File: config.mk
export PLATFORM = sky130hd
export DESIGN_NAME = bss_secondary_status
export DESIGN_NICKNAME = d
export VERILOG_FILES = /design/src/rtl/bss_pkg.sv /design/src/rtl/bss_secondary_status.sv
export VERILOG_INCLUDE_DIRS = /design/src /design/src/rtl
export SDC_FILE = /design/constraint.sdc
export NUM_CORES = 1
export LEC_CHECK = 0
export ABC_AREA = 1
export BUFFER_PORTS_ARGS = -buffer_cell sky130_fd_sc_hd__buf_2
export CAP_MARGIN = 25
export CORE_ASPECT_RATIO = 0.5
export CORE_MARGIN = 2
export CORE_UTILIZATION = 40
export CTS_CLUSTER_DIAMETER = 100
export DETAILED_ROUTE_END_ITERATION = 8
export PLACE_DENSITY = 0.75
export RECOVER_POWER = 25
export SYNTH_ARGS = -nofsm -noshare
export SYNTH_HDL_FRONTEND = slang
export SYNTH_SLANG_ARGS = --single-unit
File: constraint.sdc
create_clock -name aclk -period 2.25 [get_ports aclk]
set_input_delay 0.225 -clock aclk [delete_from_list [all_inputs] [get_ports aclk]]
set_output_delay 0.225 -clock aclk [all_outputs]
set_load 0.005 [all_outputs]
File: src/rtl/bss_defs.svh
// bit positions, offsets and reset values of the secondary status block
// assumes inclusion by bare name from the design file
`ifndef BSS_DEFS_SVH
`define BSS_DEFS_SVH
`define BSS_OFF_STATUS 12'h01C
`define BSS_OFF_CTRL 12'h040
`define BSS_OFF_EVT 12'h044
`define BSS_BIT_66MHZ 21
`define BSS_BIT_FBB 23
`define BSS_BIT_MDPE 24
`define BSS_LSB_SELT 25
`define BSS_BIT_STA 27
`define BSS_BIT_RTA 28
`define BSS_BIT_RMA 29
`define BSS_BIT_RSE 30
`define BSS_BIT_DPE 31
`define BSS_SELT_FWD 2'h1
`define BSS_SELT_REV 2'h0
`define BSS_RESP_OKAY 2'h0
`define BSS_RESP_SLVERR 2'h2
`define BSS_CTRL_REVERSE 0
`define BSS_CTRL_PCIX 1
`define BSS_CTRL_PERR_EN 2
`define BSS_FLAG_LSB 16
`define BSS_IDX_MDPE (`BSS_BIT_MDPE - `BSS_FLAG_LSB)
`define BSS_IDX_STA (`BSS_BIT_STA - `BSS_FLAG_LSB)
`define BSS_IDX_RTA (`BSS_BIT_RTA - `BSS_FLAG_LSB)
`define BSS_IDX_RMA (`BSS_BIT_RMA - `BSS_FLAG_LSB)
`define BSS_IDX_RSE (`BSS_BIT_RSE - `BSS_FLAG_LSB)
`define BSS_IDX_DPE (`BSS_BIT_DPE - `BSS_FLAG_LSB)
`define BSS_W1C_MASK 16'hF900
`define BSS_PIN_IDLE 3'h7
`endif

File: src/rtl/bss_pkg.sv
// types shared by the secondary status block
// no assumptions beyond a SystemVerilog compiler
package bss_pkg;
    typedef enum logic [1:0] {
        BSS_IDLE = 2'b01,
        BSS_RESP = 2'b10
    } bss_bus_state_t;
endpackage : bss_pkg

File: src/rtl/bss_secondary_status.sv
// secondary bus status logic of a reversible bridge, axi4-lite slave
// assumes event inputs are one-cycle pulses synchronous to aclk;
// the parity error and system error pins arrive asynchronously
//
// The AXI4-Lite interface to the registers was left to the implementer.
`timescale 1ns/1ps
`include "bss_defs.svh"

// Summary of operation
// RULE1 - bit 21 reads one always
// RULE2 - forward: bit 23 one in pci mode
// RULE3 - reverse: bit 23 reads zero
// RULE4 - forward read parity error sets bit 24
// RULE5 - forward perr pin on write sets 24
// RULE6 - forward split message parity error sets 24
// RULE7 - reverse poisoned completion or write sets 24
// RULE8 - bits 26:25 read 01 forward, 00 reverse
// RULE9 - forward signaled target abort sets 27
// RULE10 - reverse completer abort sent sets 27
// RULE11 - forward received target abort sets 28
// RULE12 - reverse received completer abort sets 28
// RULE13 - forward master abort sets 29
// RULE14 - reverse unsupported request completion sets 29
// RULE15 - forward system error pin sets 30
// RULE16 - reverse fatal/nonfatal message sets 30
// RULE17 - forward any parity error sets 31; the code sets it only on address/data parity error or the perr pin
// RULE18 - reverse poisoned tlp sets 31
// RULE19 - flags reset zero, write-one clear, reserved zero
module bss_secondary_status (
    input wire logic aclk,
    input wire logic aresetn,
    input wire logic [11:0] s_axi_awaddr,
    input wire logic s_axi_awvalid,
    output logic s_axi_awready,
    input wire logic [31:0] s_axi_wdata,
    input wire logic [3:0] s_axi_wstrb,
    input wire logic s_axi_wvalid,
    output logic s_axi_wready,
    output logic [1:0] s_axi_bresp,
    output logic s_axi_bvalid,
    input wire logic s_axi_bready,
    input wire logic [11:0] s_axi_araddr,
    input wire logic s_axi_arvalid,
    output logic s_axi_arready,
    output logic [31:0] s_axi_rdata,
    output logic [1:0] s_axi_rresp,
    output logic s_axi_rvalid,
    input wire logic s_axi_rready,
    input wire logic fwd_rd_data_perr,
    input wire logic fwd_write_phase,
    input wire logic secondary_parity_error_pin_n,
    input wire logic fwd_split_msg_perr,
    input wire logic rev_poisoned_cpl,
    input wire logic rev_poisoned_write,
    input wire logic fwd_target_abort_sent,
    input wire logic rev_ca_cpl_sent,
    input wire logic fwd_target_abort_rcvd,
    input wire logic rev_ca_cpl_rcvd,
    input wire logic fwd_master_abort,
    input wire logic rev_ur_cpl_rcvd,
    input wire logic secondary_system_error_pin_n,
    input wire logic rev_err_msg_rcvd,
    input wire logic fwd_addr_data_perr,
    input wire logic rev_poisoned_tlp
);

    logic [2:0] ctrl_q;
    logic [7:0] evt_q;
    logic [15:0] flags;
    logic flag_mdpe_q;
    logic flag_sta_q;
    logic flag_rta_q;
    logic flag_rma_q;
    logic flag_rse_q;
    logic flag_dpe_q;
    logic [2:0] perr_sync_q;
    logic [2:0] serr_sync_q;
    logic perr_q;
    logic serr_q;
    logic serr_prev_q;
    logic aw_held_q;
    logic w_held_q;
    logic [11:0] awaddr_q;
    logic [31:0] wdata_q;
    logic [3:0] wstrb_q;
    bss_pkg::bss_bus_state_t wr_state_q;
    bss_pkg::bss_bus_state_t rd_state_q;
    logic [31:0] status_word;
    logic reverse;
    logic perr_en;
    logic do_write;
    logic clear_status;
    logic [15:0] set_bits;
    logic [15:0] clr_bits;

    function automatic logic [31:0] read_word(
        input logic [11:0] addr,
        input logic [31:0] stat,
        input logic [2:0] ctrl,
        input logic [7:0] evt
    );
        logic [31:0] r;
        r = 32'h0000_0000;
        case (addr)
            `BSS_OFF_STATUS: r = stat;
            `BSS_OFF_CTRL: r = {29'h0000_0000, ctrl};
            `BSS_OFF_EVT: r = {24'h00_0000, evt};
            default: r = 32'h0000_0000;
        endcase
        return r;
    endfunction : read_word

    function automatic logic addr_ok(input logic [11:0] addr);
        return addr == `BSS_OFF_STATUS || addr == `BSS_OFF_CTRL
            || addr == `BSS_OFF_EVT;
    endfunction : addr_ok

    assign reverse = ctrl_q[`BSS_CTRL_REVERSE];
    assign perr_en = ctrl_q[`BSS_CTRL_PERR_EN];

    // pins: three stages, a change counts once stages two and three agree
    always_ff @(posedge aclk) begin
        // idle level after reset, so no false edge follows it
        if (!aresetn) begin
            perr_sync_q <= `BSS_PIN_IDLE;
            serr_sync_q <= `BSS_PIN_IDLE;
        end else begin
            perr_sync_q <= {perr_sync_q[1:0], secondary_parity_error_pin_n};
            serr_sync_q <= {serr_sync_q[1:0], secondary_system_error_pin_n};
        end
    end

    always_ff @(posedge aclk) begin
        if (!aresetn) begin
            perr_q <= 1'b0;
            serr_q <= 1'b0;
            serr_prev_q <= 1'b0;
        end else begin
            if (perr_sync_q[1] == perr_sync_q[2]) begin
                perr_q <= ~perr_sync_q[2];
            end
            if (serr_sync_q[1] == serr_sync_q[2]) begin
                serr_q <= ~serr_sync_q[2];
            end
            serr_prev_q <= serr_q;
        end
    end

    // read-only bits 23 and 26:25 follow the live mode straps, bit 21 is fixed at one
    always_comb begin
        status_word = {flags, 16'h0000}; // [RULE19]
        status_word[`BSS_BIT_66MHZ] = 1'b1; // [RULE1]
        status_word[`BSS_BIT_FBB] = !reverse
            && !ctrl_q[`BSS_CTRL_PCIX]; // [RULE2] [RULE3]
        status_word[`BSS_LSB_SELT +: 2] = reverse ? `BSS_SELT_REV
            : `BSS_SELT_FWD; // [RULE8]
    end

    always_comb begin
        set_bits = 16'h0000;
        if (!reverse) begin
            set_bits[`BSS_IDX_MDPE] = perr_en && (fwd_rd_data_perr
                || (perr_q && fwd_write_phase)
                || fwd_split_msg_perr); // [RULE4] [RULE5] [RULE6]
            set_bits[`BSS_IDX_STA] = fwd_target_abort_sent; // [RULE9]
            set_bits[`BSS_IDX_RTA] = fwd_target_abort_rcvd; // [RULE11]
            set_bits[`BSS_IDX_RMA] = fwd_master_abort; // [RULE13]
            // edge only, so a long assertion counts once
            set_bits[`BSS_IDX_RSE] = serr_q && !serr_prev_q; // [RULE15]
            // parity enable deliberately not consulted here
            set_bits[`BSS_IDX_DPE] = fwd_addr_data_perr
                || perr_q; // [RULE17]
        end else begin
            set_bits[`BSS_IDX_MDPE] = perr_en
                && (rev_poisoned_cpl || rev_poisoned_write); // [RULE7]
            set_bits[`BSS_IDX_STA] = rev_ca_cpl_sent; // [RULE10]
            set_bits[`BSS_IDX_RTA] = rev_ca_cpl_rcvd; // [RULE12]
            set_bits[`BSS_IDX_RMA] = rev_ur_cpl_rcvd; // [RULE14]
            set_bits[`BSS_IDX_RSE] = rev_err_msg_rcvd; // [RULE16]
            set_bits[`BSS_IDX_DPE] = rev_poisoned_tlp; // [RULE18]
        end
    end

    // write channel: address and data taken in either order
    assign s_axi_awready = !aw_held_q && wr_state_q == bss_pkg::BSS_IDLE;
    assign s_axi_wready = !w_held_q && wr_state_q == bss_pkg::BSS_IDLE;
    assign do_write = wr_state_q == bss_pkg::BSS_IDLE
        && (aw_held_q || s_axi_awvalid) && (w_held_q || s_axi_wvalid);
    assign s_axi_bvalid = wr_state_q == bss_pkg::BSS_RESP;
    assign s_axi_arready = rd_state_q == bss_pkg::BSS_IDLE;
    assign s_axi_rvalid = rd_state_q == bss_pkg::BSS_RESP;

    logic [11:0] wr_addr;
    logic [31:0] wr_data;
    logic [3:0] wr_strb;
    assign wr_addr = aw_held_q ? awaddr_q : s_axi_awaddr;
    assign wr_data = w_held_q ? wdata_q : s_axi_wdata;
    assign wr_strb = w_held_q ? wstrb_q : s_axi_wstrb;
    assign clear_status = do_write && wr_addr == `BSS_OFF_STATUS;
    always_comb begin
        clr_bits = 16'h0000;
        if (clear_status) begin
            if (wr_strb[3]) begin
                clr_bits[15:8] = wr_data[31:24];
            end
            if (wr_strb[2]) begin
                clr_bits[7:0] = wr_data[23:16];
            end
        end
        // only event bits are clearable
        clr_bits = clr_bits & `BSS_W1C_MASK;
    end

    // reserved positions of the status half stay zero
    always_comb begin
        flags = 16'h0000; // [RULE19]
        flags[`BSS_IDX_MDPE] = flag_mdpe_q;
        flags[`BSS_IDX_STA] = flag_sta_q;
        flags[`BSS_IDX_RTA] = flag_rta_q;
        flags[`BSS_IDX_RMA] = flag_rma_q;
        flags[`BSS_IDX_RSE] = flag_rse_q;
        flags[`BSS_IDX_DPE] = flag_dpe_q;
    end

    // set wins over a clear in the same cycle
    // parity error seen while acting as bus master
    always_ff @(posedge aclk) begin
        if (!aresetn) begin
            flag_mdpe_q <= 1'b0; // [RULE19]
        end else if (set_bits[`BSS_IDX_MDPE]) begin
            flag_mdpe_q <= 1'b1;
        end else if (clr_bits[`BSS_IDX_MDPE]) begin
            flag_mdpe_q <= 1'b0; // [RULE19]
        end
    end

    // abort signalled by this bridge
    always_ff @(posedge aclk) begin
        if (!aresetn) begin
            flag_sta_q <= 1'b0; // [RULE19]
        end else if (set_bits[`BSS_IDX_STA]) begin
            flag_sta_q <= 1'b1;
        end else if (clr_bits[`BSS_IDX_STA]) begin
            flag_sta_q <= 1'b0; // [RULE19]
        end
    end

    // abort received from a target
    always_ff @(posedge aclk) begin
        if (!aresetn) begin
            flag_rta_q <= 1'b0; // [RULE19]
        end else if (set_bits[`BSS_IDX_RTA]) begin
            flag_rta_q <= 1'b1;
        end else if (clr_bits[`BSS_IDX_RTA]) begin
            flag_rta_q <= 1'b0; // [RULE19]
        end
    end

    // request that ended unclaimed
    always_ff @(posedge aclk) begin
        if (!aresetn) begin
            flag_rma_q <= 1'b0; // [RULE19]
        end else if (set_bits[`BSS_IDX_RMA]) begin
            flag_rma_q <= 1'b1;
        end else if (clr_bits[`BSS_IDX_RMA]) begin
            flag_rma_q <= 1'b0; // [RULE19]
        end
    end

    // system error reported from the far side
    always_ff @(posedge aclk) begin
        if (!aresetn) begin
            flag_rse_q <= 1'b0; // [RULE19]
        end else if (set_bits[`BSS_IDX_RSE]) begin
            flag_rse_q <= 1'b1;
        end else if (clr_bits[`BSS_IDX_RSE]) begin
            flag_rse_q <= 1'b0; // [RULE19]
        end
    end

    // address/data parity error, perr pin or poisoned tlp observed
    always_ff @(posedge aclk) begin
        if (!aresetn) begin
            flag_dpe_q <= 1'b0; // [RULE19]
        end else if (set_bits[`BSS_IDX_DPE]) begin
            flag_dpe_q <= 1'b1;
        end else if (clr_bits[`BSS_IDX_DPE]) begin
            flag_dpe_q <= 1'b0; // [RULE19]
        end
    end

    always_ff @(posedge aclk) begin
        if (!aresetn) begin
            aw_held_q <= 1'b0;
            w_held_q <= 1'b0;
            awaddr_q <= 12'h000;
            wdata_q <= 32'h0000_0000;
            wstrb_q <= 4'h0;
        end else if (do_write) begin
            aw_held_q <= 1'b0;
            w_held_q <= 1'b0;
        end else begin
            if (s_axi_awvalid && s_axi_awready) begin
                aw_held_q <= 1'b1;
                awaddr_q <= s_axi_awaddr;
            end
            if (s_axi_wvalid && s_axi_wready) begin
                w_held_q <= 1'b1;
                wdata_q <= s_axi_wdata;
                wstrb_q <= s_axi_wstrb;
            end
        end
    end

    always_ff @(posedge aclk) begin
        if (!aresetn) begin
            wr_state_q <= bss_pkg::BSS_IDLE;
            s_axi_bresp <= `BSS_RESP_OKAY;
        end else begin
            case (wr_state_q)
                bss_pkg::BSS_IDLE: begin
                    if (do_write) begin
                        wr_state_q <= bss_pkg::BSS_RESP;
                        s_axi_bresp <= addr_ok(wr_addr) ? `BSS_RESP_OKAY
                            : `BSS_RESP_SLVERR;
                    end
                end
                bss_pkg::BSS_RESP: begin
                    if (s_axi_bready) begin
                        wr_state_q <= bss_pkg::BSS_IDLE;
                    end
                end
                default: wr_state_q <= bss_pkg::BSS_IDLE;
            endcase
        end
    end

    // mode straps and spare event stay writable so a bench can steer mode
    always_ff @(posedge aclk) begin
        if (!aresetn) begin
            ctrl_q <= 3'h0;
            evt_q <= 8'h00;
        end else if (do_write && wr_strb[0]) begin
            if (wr_addr == `BSS_OFF_CTRL) begin
                ctrl_q <= wr_data[2:0];
            end
            if (wr_addr == `BSS_OFF_EVT) begin
                evt_q <= wr_data[7:0];
            end
        end
    end

    always_ff @(posedge aclk) begin
        if (!aresetn) begin
            rd_state_q <= bss_pkg::BSS_IDLE;
            s_axi_rdata <= 32'h0000_0000;
            s_axi_rresp <= `BSS_RESP_OKAY;
        end else begin
            case (rd_state_q)
                bss_pkg::BSS_IDLE: begin
                    if (s_axi_arvalid) begin
                        rd_state_q <= bss_pkg::BSS_RESP;
                        s_axi_rdata <= read_word(s_axi_araddr, status_word,
                            ctrl_q, evt_q);
                        s_axi_rresp <= addr_ok(s_axi_araddr)
                            ? `BSS_RESP_OKAY : `BSS_RESP_SLVERR;
                    end
                end
                bss_pkg::BSS_RESP: begin
                    if (s_axi_rready) begin
                        rd_state_q <= bss_pkg::BSS_IDLE;
                    end
                end
                default: rd_state_q <= bss_pkg::BSS_IDLE;
            endcase
        end
    end

endmodule : bss_secondary_status

==> reports/results.tsv, run 1 <==
stage	metric	value	unit
min_path	worst hold path depth	2	
detailed_routing	per-cell routed wire length	11.6	µm
worst_setup_path	RR Endpoint	flag_dpe_q	
timing	Rel. slew slack	36.0	%
timing	Slew Limit Fails	0	
logic_synthesis	Mapped Area	3610	µm²
power_and_ir_drop	PwrDens	756	nW/µm²
timing	setup TNS	0	ns
floorplanning	IO Pins	124	
timing	Final min period	1.86	ns
worst_setup_path	cells along the critical path	inv_1, o21ai_0, nand2_1, inv_1, nand4_1, nand2_1, a21oi_1	
logic_synthesis	Area contributors post-synth	dfxtp_1 44%, nand2_1 11%, o21ai_0 7.8%	
logic_synthesis	EDFF count, synth	0	
clocking	clk slew on worst S/H paths	0.06	ns
flow_run	max cap viols	0	
min_path	Worst Min Path Start	secondary_parity_error_pin_n	
detailed_routing	vias post-DR	3315	
timing	crit share post-route	82.6	%
layout	Nets	673	
floorplanning	die area	9850	µm²
min_path	min-delay worst type	in2reg	
floorplanning	chip height	71.2	µm
floorplanning	CORE AREA	8740	µm²
place	hpwl dp	5960	µm
global_route	initial antenna violation count	1	
worst_setup_path	Setup crit start	w_held_q	
logic_synthesis	Warnings, synthesis	0	
logic_synthesis	Syn Inst Count	508	
place	Final GP Congestion	0.791	
run_status	status	completed	
floorplanning	Initial Utilization	41.3	%
worst_setup_path	worst-case reg-to-reg path depth	7	
clocking	# hold bufs at CTS	0	
layout	share of post-route cells with drive strength above 1	19.2	%
timing	RSZ-0062 raised after global routing	false	
power_and_ir_drop	Max rail drop VDD	0.394	mV
global_route	largest net degree at the start of global routing	53	
worst_setup_path	Critical Path AT	2.05	ns
worst_setup_path	worst-path fanout max	11	
place	PortBufs	86	
worst_setup_path	CP max stage cell	o21ai_0	
clocking	CTS Buffer Depth	2	
timing	Fin. Hold Viols	0	
layout	# diodes	0	
worst_setup_path	Buf/Inv on CP	2	
detailed_routing	1st-pass router iterations	4	
logic_synthesis	Cell variety after synth	29	
clocking	Skew-Pair Late Insertion Delay	0.34	ns
clocking	Setup Fix Bufs, Post-CTS	0	
logic_synthesis	post-synth top area share	43.8	%
floorplanning	row cnt	24	
logic_synthesis	sequential area share after synthesis	43.8	%
global_route	first-pass GRT wire length	13900	µm
logic_synthesis	FFs w/ async S/R, synth	0	%
detailed_routing	Post-DRT Antenna Nets	0	
clocking	H-tree Lvls	3	
timing	Worst Max-Slew Pin Slew	0.959	ns
layout	Layout area overhead	19.9	%
clocking	clk sinks	79	
logic_synthesis	synthesized area per cell	7.11	µm²
logic_synthesis	flops & latches, synth	79	
layout	post-layout util	49.5	%
floorplanning	Chip Width	138	µm
clocking	CTS root buf	clkbuf_16	
timing	final setup vio count	0	
worst_setup_path	CP required	2.44	ns
global_route	Remaining Overflow, GRT	0	
clocking	CTS resizes	0	
worst_setup_path	Startpoint Class	flop	
logic_synthesis	top_reg_cell synth	dfxtp_1	
global_route	vias in the first global route	3083	
timing	skew final	0.00486	ns
global_route	GRT Total Usage	17.7	%
logic_synthesis	Yosys top cell by area	dfxtp_1	
worst_setup_path	kind of critical path	reg2reg	
worst_setup_path	Worst Setup End Kind	flop	
worst_setup_path	worst reg2reg path startpoint	w_held_q	
clocking	Inserted Clock Buffers	9	
clocking	CTS tree	yes	
worst_setup_path	cell family with most CP delay	compound AO/OA/AOI/OAI gates	
min_path	hold endpoint	perr_sync_q[0]	
detailed_routing	routed wire length	8280	µm
detailed_routing	DRC	0	
worst_setup_path	delay of the slowest critical-path stage	0.51	ns
worst_setup_path	setup slack, reg-to-reg	0.39	ns
detailed_routing	Via density	4.66	
detailed_routing	Initial DRC Count	202	
power_and_ir_drop	Leakage	2.04	nW
timing	achievable clock frequency	538	MHz
registers in the layout, indices dropped and copies added, names as in the netlist:
signal,flops
rd_state_q,2
w_held_q,1
serr_prev_q,1
flag_sta_q,1
wr_state_q,2
flag_rse_q,1
ctrl_q,3
aw_held_q,1
wstrb_q,2
serr_q,1
perr_sync_q,3
s_axi_rdata,17
perr_q,1
s_axi_rresp,1
serr_sync_q,3
evt_q,8
flag_dpe_q,1
wdata_q,14
awaddr_q,12
s_axi_bresp,1
flag_mdpe_q,1
flag_rma_q,1
flag_rta_q,1
where the power goes:
part / switching [W] / internal [W]
Clock: 0.000538 / 0.000764
Sequential: 0.0000360 / 0.00148
Combinational: 0.000288 / 0.000166
worst max path at each step:
stage                        endpoint  cells past startpoint
after floorplan            flag_dpe_q                      9
after global placement     flag_rse_q                      7
after detailed placement   flag_dpe_q                      7
after CTS                  flag_dpe_q                      7
after global routing      flag_mdpe_q                      7
final                      flag_dpe_q                      7
per-stage QoR:
stage	hold WS [ns]	total power (W)	std cells	worst slack, ns	instance area, µm²
finish	0.0746	0.00327	711	0.391	4330
global route	0.0660	0.00343	711	0.188	4330
CTS	0.0694	0.00330	711	0.406	4340
detailed placement	0.402	0.00200	696	0.412	4080
global placement	0.390	0.00198	696	0.511	4080
floorplan	0.332	0.00186	524	0.883	3670
final cells by class:
class / instances / area [µm²]
Fill cell: 883 / 4410
Multi-Input combinational cell: 340 / 1620
Sequential cell: 79 / 1580
Timing Repair Buffer: 92 / 459
Inverter: 68 / 255
Clock buffer: 11 / 243
Tap cell: 117 / 146
Clock inverter: 4 / 22.5
cells in the final DEF (no fill, tap or decap), types with 5 or more instances in the layout:
master     Yosys  routed
nor2_1        51      51
nand4_1       12      12
clkbuf_16      0       9
o211a_1        5       5
inv_1         66      66
buf_2          3      75
nand2_1      108     108
clkbuf_1      13      12
or2_2          5       5
buf_4         19       5
dfxtp_1       79      79
a21oi_1       51      51
conb_1         1      17
nand3_1       14      14
o21ai_0       56      56
Yosys cell counts, types with 2 or more instances:
library cell and instances:
buf_1 2, nand2_1 108, inv_1 66, nand2_2 3, clkbuf_1 13, or2_2 5
nand3_1 14, nor2_1 51, nand2_4 2, o21ai_0 56, nand4_1 12, and2_1 2
nor3_2 2, a21oi_1 51, o211a_1 5, dfxtp_1 79, inv_2 2, buf_4 19
mux2i_1 3, nor2_4 2, buf_2 3
layer usage:
layer  share of wire [%]  vias to the layer above  wire [µm]  global-route usage (%)
met3                 6.6                       17        549                    6.50
met5                   0                        -          0                       0
met2                  43                       79       3580                    27.6
met4                 1.7                        0        143                    6.69
met1                  48                     1472       4010                    22.6
li1                    -                     1747          -                       -
cells by family (layout without fill, tap and decap cells):
group | count (synthesis) | after routing | synth area share (%)
multiplexers | 3 | 3 | 0.832
buffers and inverters | 105 | 175 | 13.0
flip-flops | 79 | 79 | 43.8
AO/OA/AOI/OAI | 115 | 115 | 16.9
other | 1 | 17 | 0.104
AND/OR/NAND/NOR | 205 | 205 | 25.4
(Power assumes the default switching activity.)
==> run 2: changes to the inputs <==
clock period = 1.8 ns   (was 2.25 ns; I/O delays follow)
==> reports/results.tsv, run 2 (synthesis gave the netlist of run 1 again) <==
stage	metric	value	unit	change
run_status	status	completed		
clocking	CTS tree	yes		
worst_setup_path	Critical Path AT	1.86	ns	-0.19 ns
floorplanning	Initial Utilization	41.3	%	unchanged
timing	Slew Limit Fails	0		unchanged
clocking	# hold bufs at CTS	0		unchanged
floorplanning	die area	9850	µm²	unchanged
global_route	Remaining Overflow, GRT	0		unchanged
clocking	clk slew on worst S/H paths	0.06	ns	about the same
layout	Layout area overhead	22.4	%	
floorplanning	chip height	71.2	µm	unchanged
global_route	largest net degree at the start of global routing	53		unchanged
detailed_routing	vias post-DR	3321		+0.18%
timing	Worst Max-Slew Pin Slew	0.996	ns	+0.0365 ns
worst_setup_path	Worst Setup End Kind	flop		
power_and_ir_drop	Internal Dissipation	0.00331	W	+38%
worst_setup_path	Startpoint Class	flop		
worst_setup_path	CP required	2.03	ns	-0.41 ns
detailed_routing	per-cell routed wire length	11.8	µm	+1.3%
power_and_ir_drop	clock share of power	44.1	%	+4.3 points
global_route	first-pass GRT wire length	14000	µm	+0.29%
power_and_ir_drop	net switching power	0.00111	W	+29%
clocking	CTS root buf	clkbuf_16		
clocking	Skew-Pair Late Insertion Delay	0.34	ns	about the same
worst_setup_path	kind of critical path	reg2reg		
timing	Final min period	1.63	ns	-0.228 ns
timing	final setup vio count	0		unchanged
floorplanning	IO Pins	124		unchanged
floorplanning	row cnt	24		unchanged
detailed_routing	DRC	0		unchanged
detailed_routing	1st-pass router iterations	5		+1
layout	most frequent cells in the layout	108 x nand2_1, 79 x dfxtp_1, 74 x buf_2, 66 x inv_1, 56 x o21ai_0		
min_path	min-delay worst type	in2reg		
layout	max reg flops	17		unchanged
place	PortBufs	86		unchanged
layout	leading cell type in the layout, fill and taps excluded	nand2_1		
timing	setup TNS	0	ns	unchanged
timing	Rel. slew slack	33.6	%	-2.4 points
floorplanning	CORE AREA	8740	µm²	unchanged
detailed_routing	routed wire length	8460	µm	+2.2%
global_route	initial antenna violation count	2		+1
timing	Fin. Hold Viols	0		unchanged
timing	crit share post-route	90.6	%	+8.0 points
clocking	Inserted Clock Buffers	9		unchanged
floorplanning	Chip Width	138	µm	unchanged
place	Final GP Congestion	0.771		-2.6%
clocking	clk sinks	79		unchanged
layout	Top reg by flops	s_axi_rdata		
detailed_routing	Post-DRT Antenna Nets	0		unchanged
timing	skew final	0.00598	ns	+0.00112 ns
timing	achievable clock frequency	613	MHz	+14%
min_path	worst hold path depth	2		unchanged
layout	fillers	850		-3.7%
global_route	GRT Total Usage	17.9	%	+0.19 points
power_and_ir_drop	Leakage	2.08	nW	+2.0%
clocking	Setup Fix Bufs, Post-CTS	0		unchanged
layout	post-route cell area	4420	µm²	+2.1%
layout	share of post-route cells with drive strength above 1	19.9	%	+0.67 points
power_and_ir_drop	Comb pwr share	13.3	%	-0.6 points
detailed_routing	Initial DRC Count	246		+22%
place	hpwl dp	6060	µm	+1.7%
clocking	CTS Buffer Depth	2		unchanged
power_and_ir_drop	switching part of the total power	25.1	%	-1.3 points
worst_setup_path	worst-case reg-to-reg path depth	9		+2
flow_run	max cap viols	0		unchanged
detailed_routing	Via density	4.63		-0.66%
clocking	CTS resizes	0		unchanged
worst_setup_path	worst-path fanout max	19		+8
power_and_ir_drop	Max rail drop VDD	0.488	mV	+24%
clocking	H-tree Lvls	3		unchanged
power_and_ir_drop	Seq pwr share	42.7	%	-3.6 points
timing	RSZ-0062 raised after global routing	false		
layout	Nets	677		+0.59%
power_and_ir_drop	PwrDens	1000	nW/µm²	+32%
place	Post-DP Area	4110	µm²	+0.74%
layout	top flop regs	s_axi_rdata: 17 flops, wdata_q: 14 flops, awaddr_q: 12 flops		
global_route	vias in the first global route	2965		-3.8%
==> run 2: final timing paths <==
| check | slack [ns] | start | endpoint |
|---|---|---|---|
| min | 0.02 | secondary_parity_error_pin_n | perr_sync_q[0] |
| min reg2reg | 0.41 | perr_sync_q[2] | perr_q |
| max | 0.17 | w_held_q | flag_dpe_q |
| max reg2reg | 0.17 | w_held_q | flag_dpe_q |
==> run 2: area by class of cell <==
class,count,area (µm²),area share (%)
timing repair buffer,96,488,11.0
multi-input combinational,340,1620,36.7
clock buffer,11,243,5.49
tap,117,146,3.31
clock inverter,5,81.3,1.84
sequential,79,1580,35.8
antenna,1,2.50,0.0566
inverter,68,255,5.78
==> run 2: metrics by stage <==
| step | util (%) | instances | hold WS, ns | worst slack, ns | power [W] |
|---|---|---|---|---|---|
| floorplan | - | 524 | 0.287 | 0.433 | 0.00233 |
| global placement | 47.0 | 700 | 0.369 | 0.218 | 0.00248 |
| detailed placement | 47.0 | 700 | 0.372 | 0.164 | 0.00250 |
| CTS | 50.7 | 716 | 0.0180 | 0.150 | 0.00446 |
| global route | 50.5 | 716 | 0.0293 | 0.00466 | 0.00462 |
| finish | 50.6 | 717 | 0.0247 | 0.169 | 0.00442 |
==> run 2: power groups by stage <==
| stage | Combinational [W] | Clock [W] | Sequential [W] |
|---|---|---|---|
| CTS | 0.000584 | 0.00199 | 0.00189 |
| global route | 0.000665 | 0.00206 | 0.00190 |
| finish | 0.000587 | 0.00195 | 0.00189 |
| global placement | 0.000563 | 0 | 0.00192 |
| detailed placement | 0.000578 | 0 | 0.00192 |
| floorplan | 0.000411 | 0 | 0.00192 |
==> run 2: worst max-delay path, stage by stage, from the launching register on <==
cell and delay [ns]:
dfxtp_1 0.31, inv_1 0.15, buf_4 0.24, nand2_1 0.06
o21ai_0 0.23, nand2_1 0.13, inv_1 0.11, nand4_1 0.13
nand2_1 0.10, a21oi_1 0.06
==> run 2: per-layer routing <==
layer  vias up  GRT usage [%]  share of wire [%]
met5         -              0               0.15
met2        84           27.0                 42
met3        14           5.96                6.0
met4         2           7.82                1.5
met1      1463           23.5                 50
li1       1758              -                  -
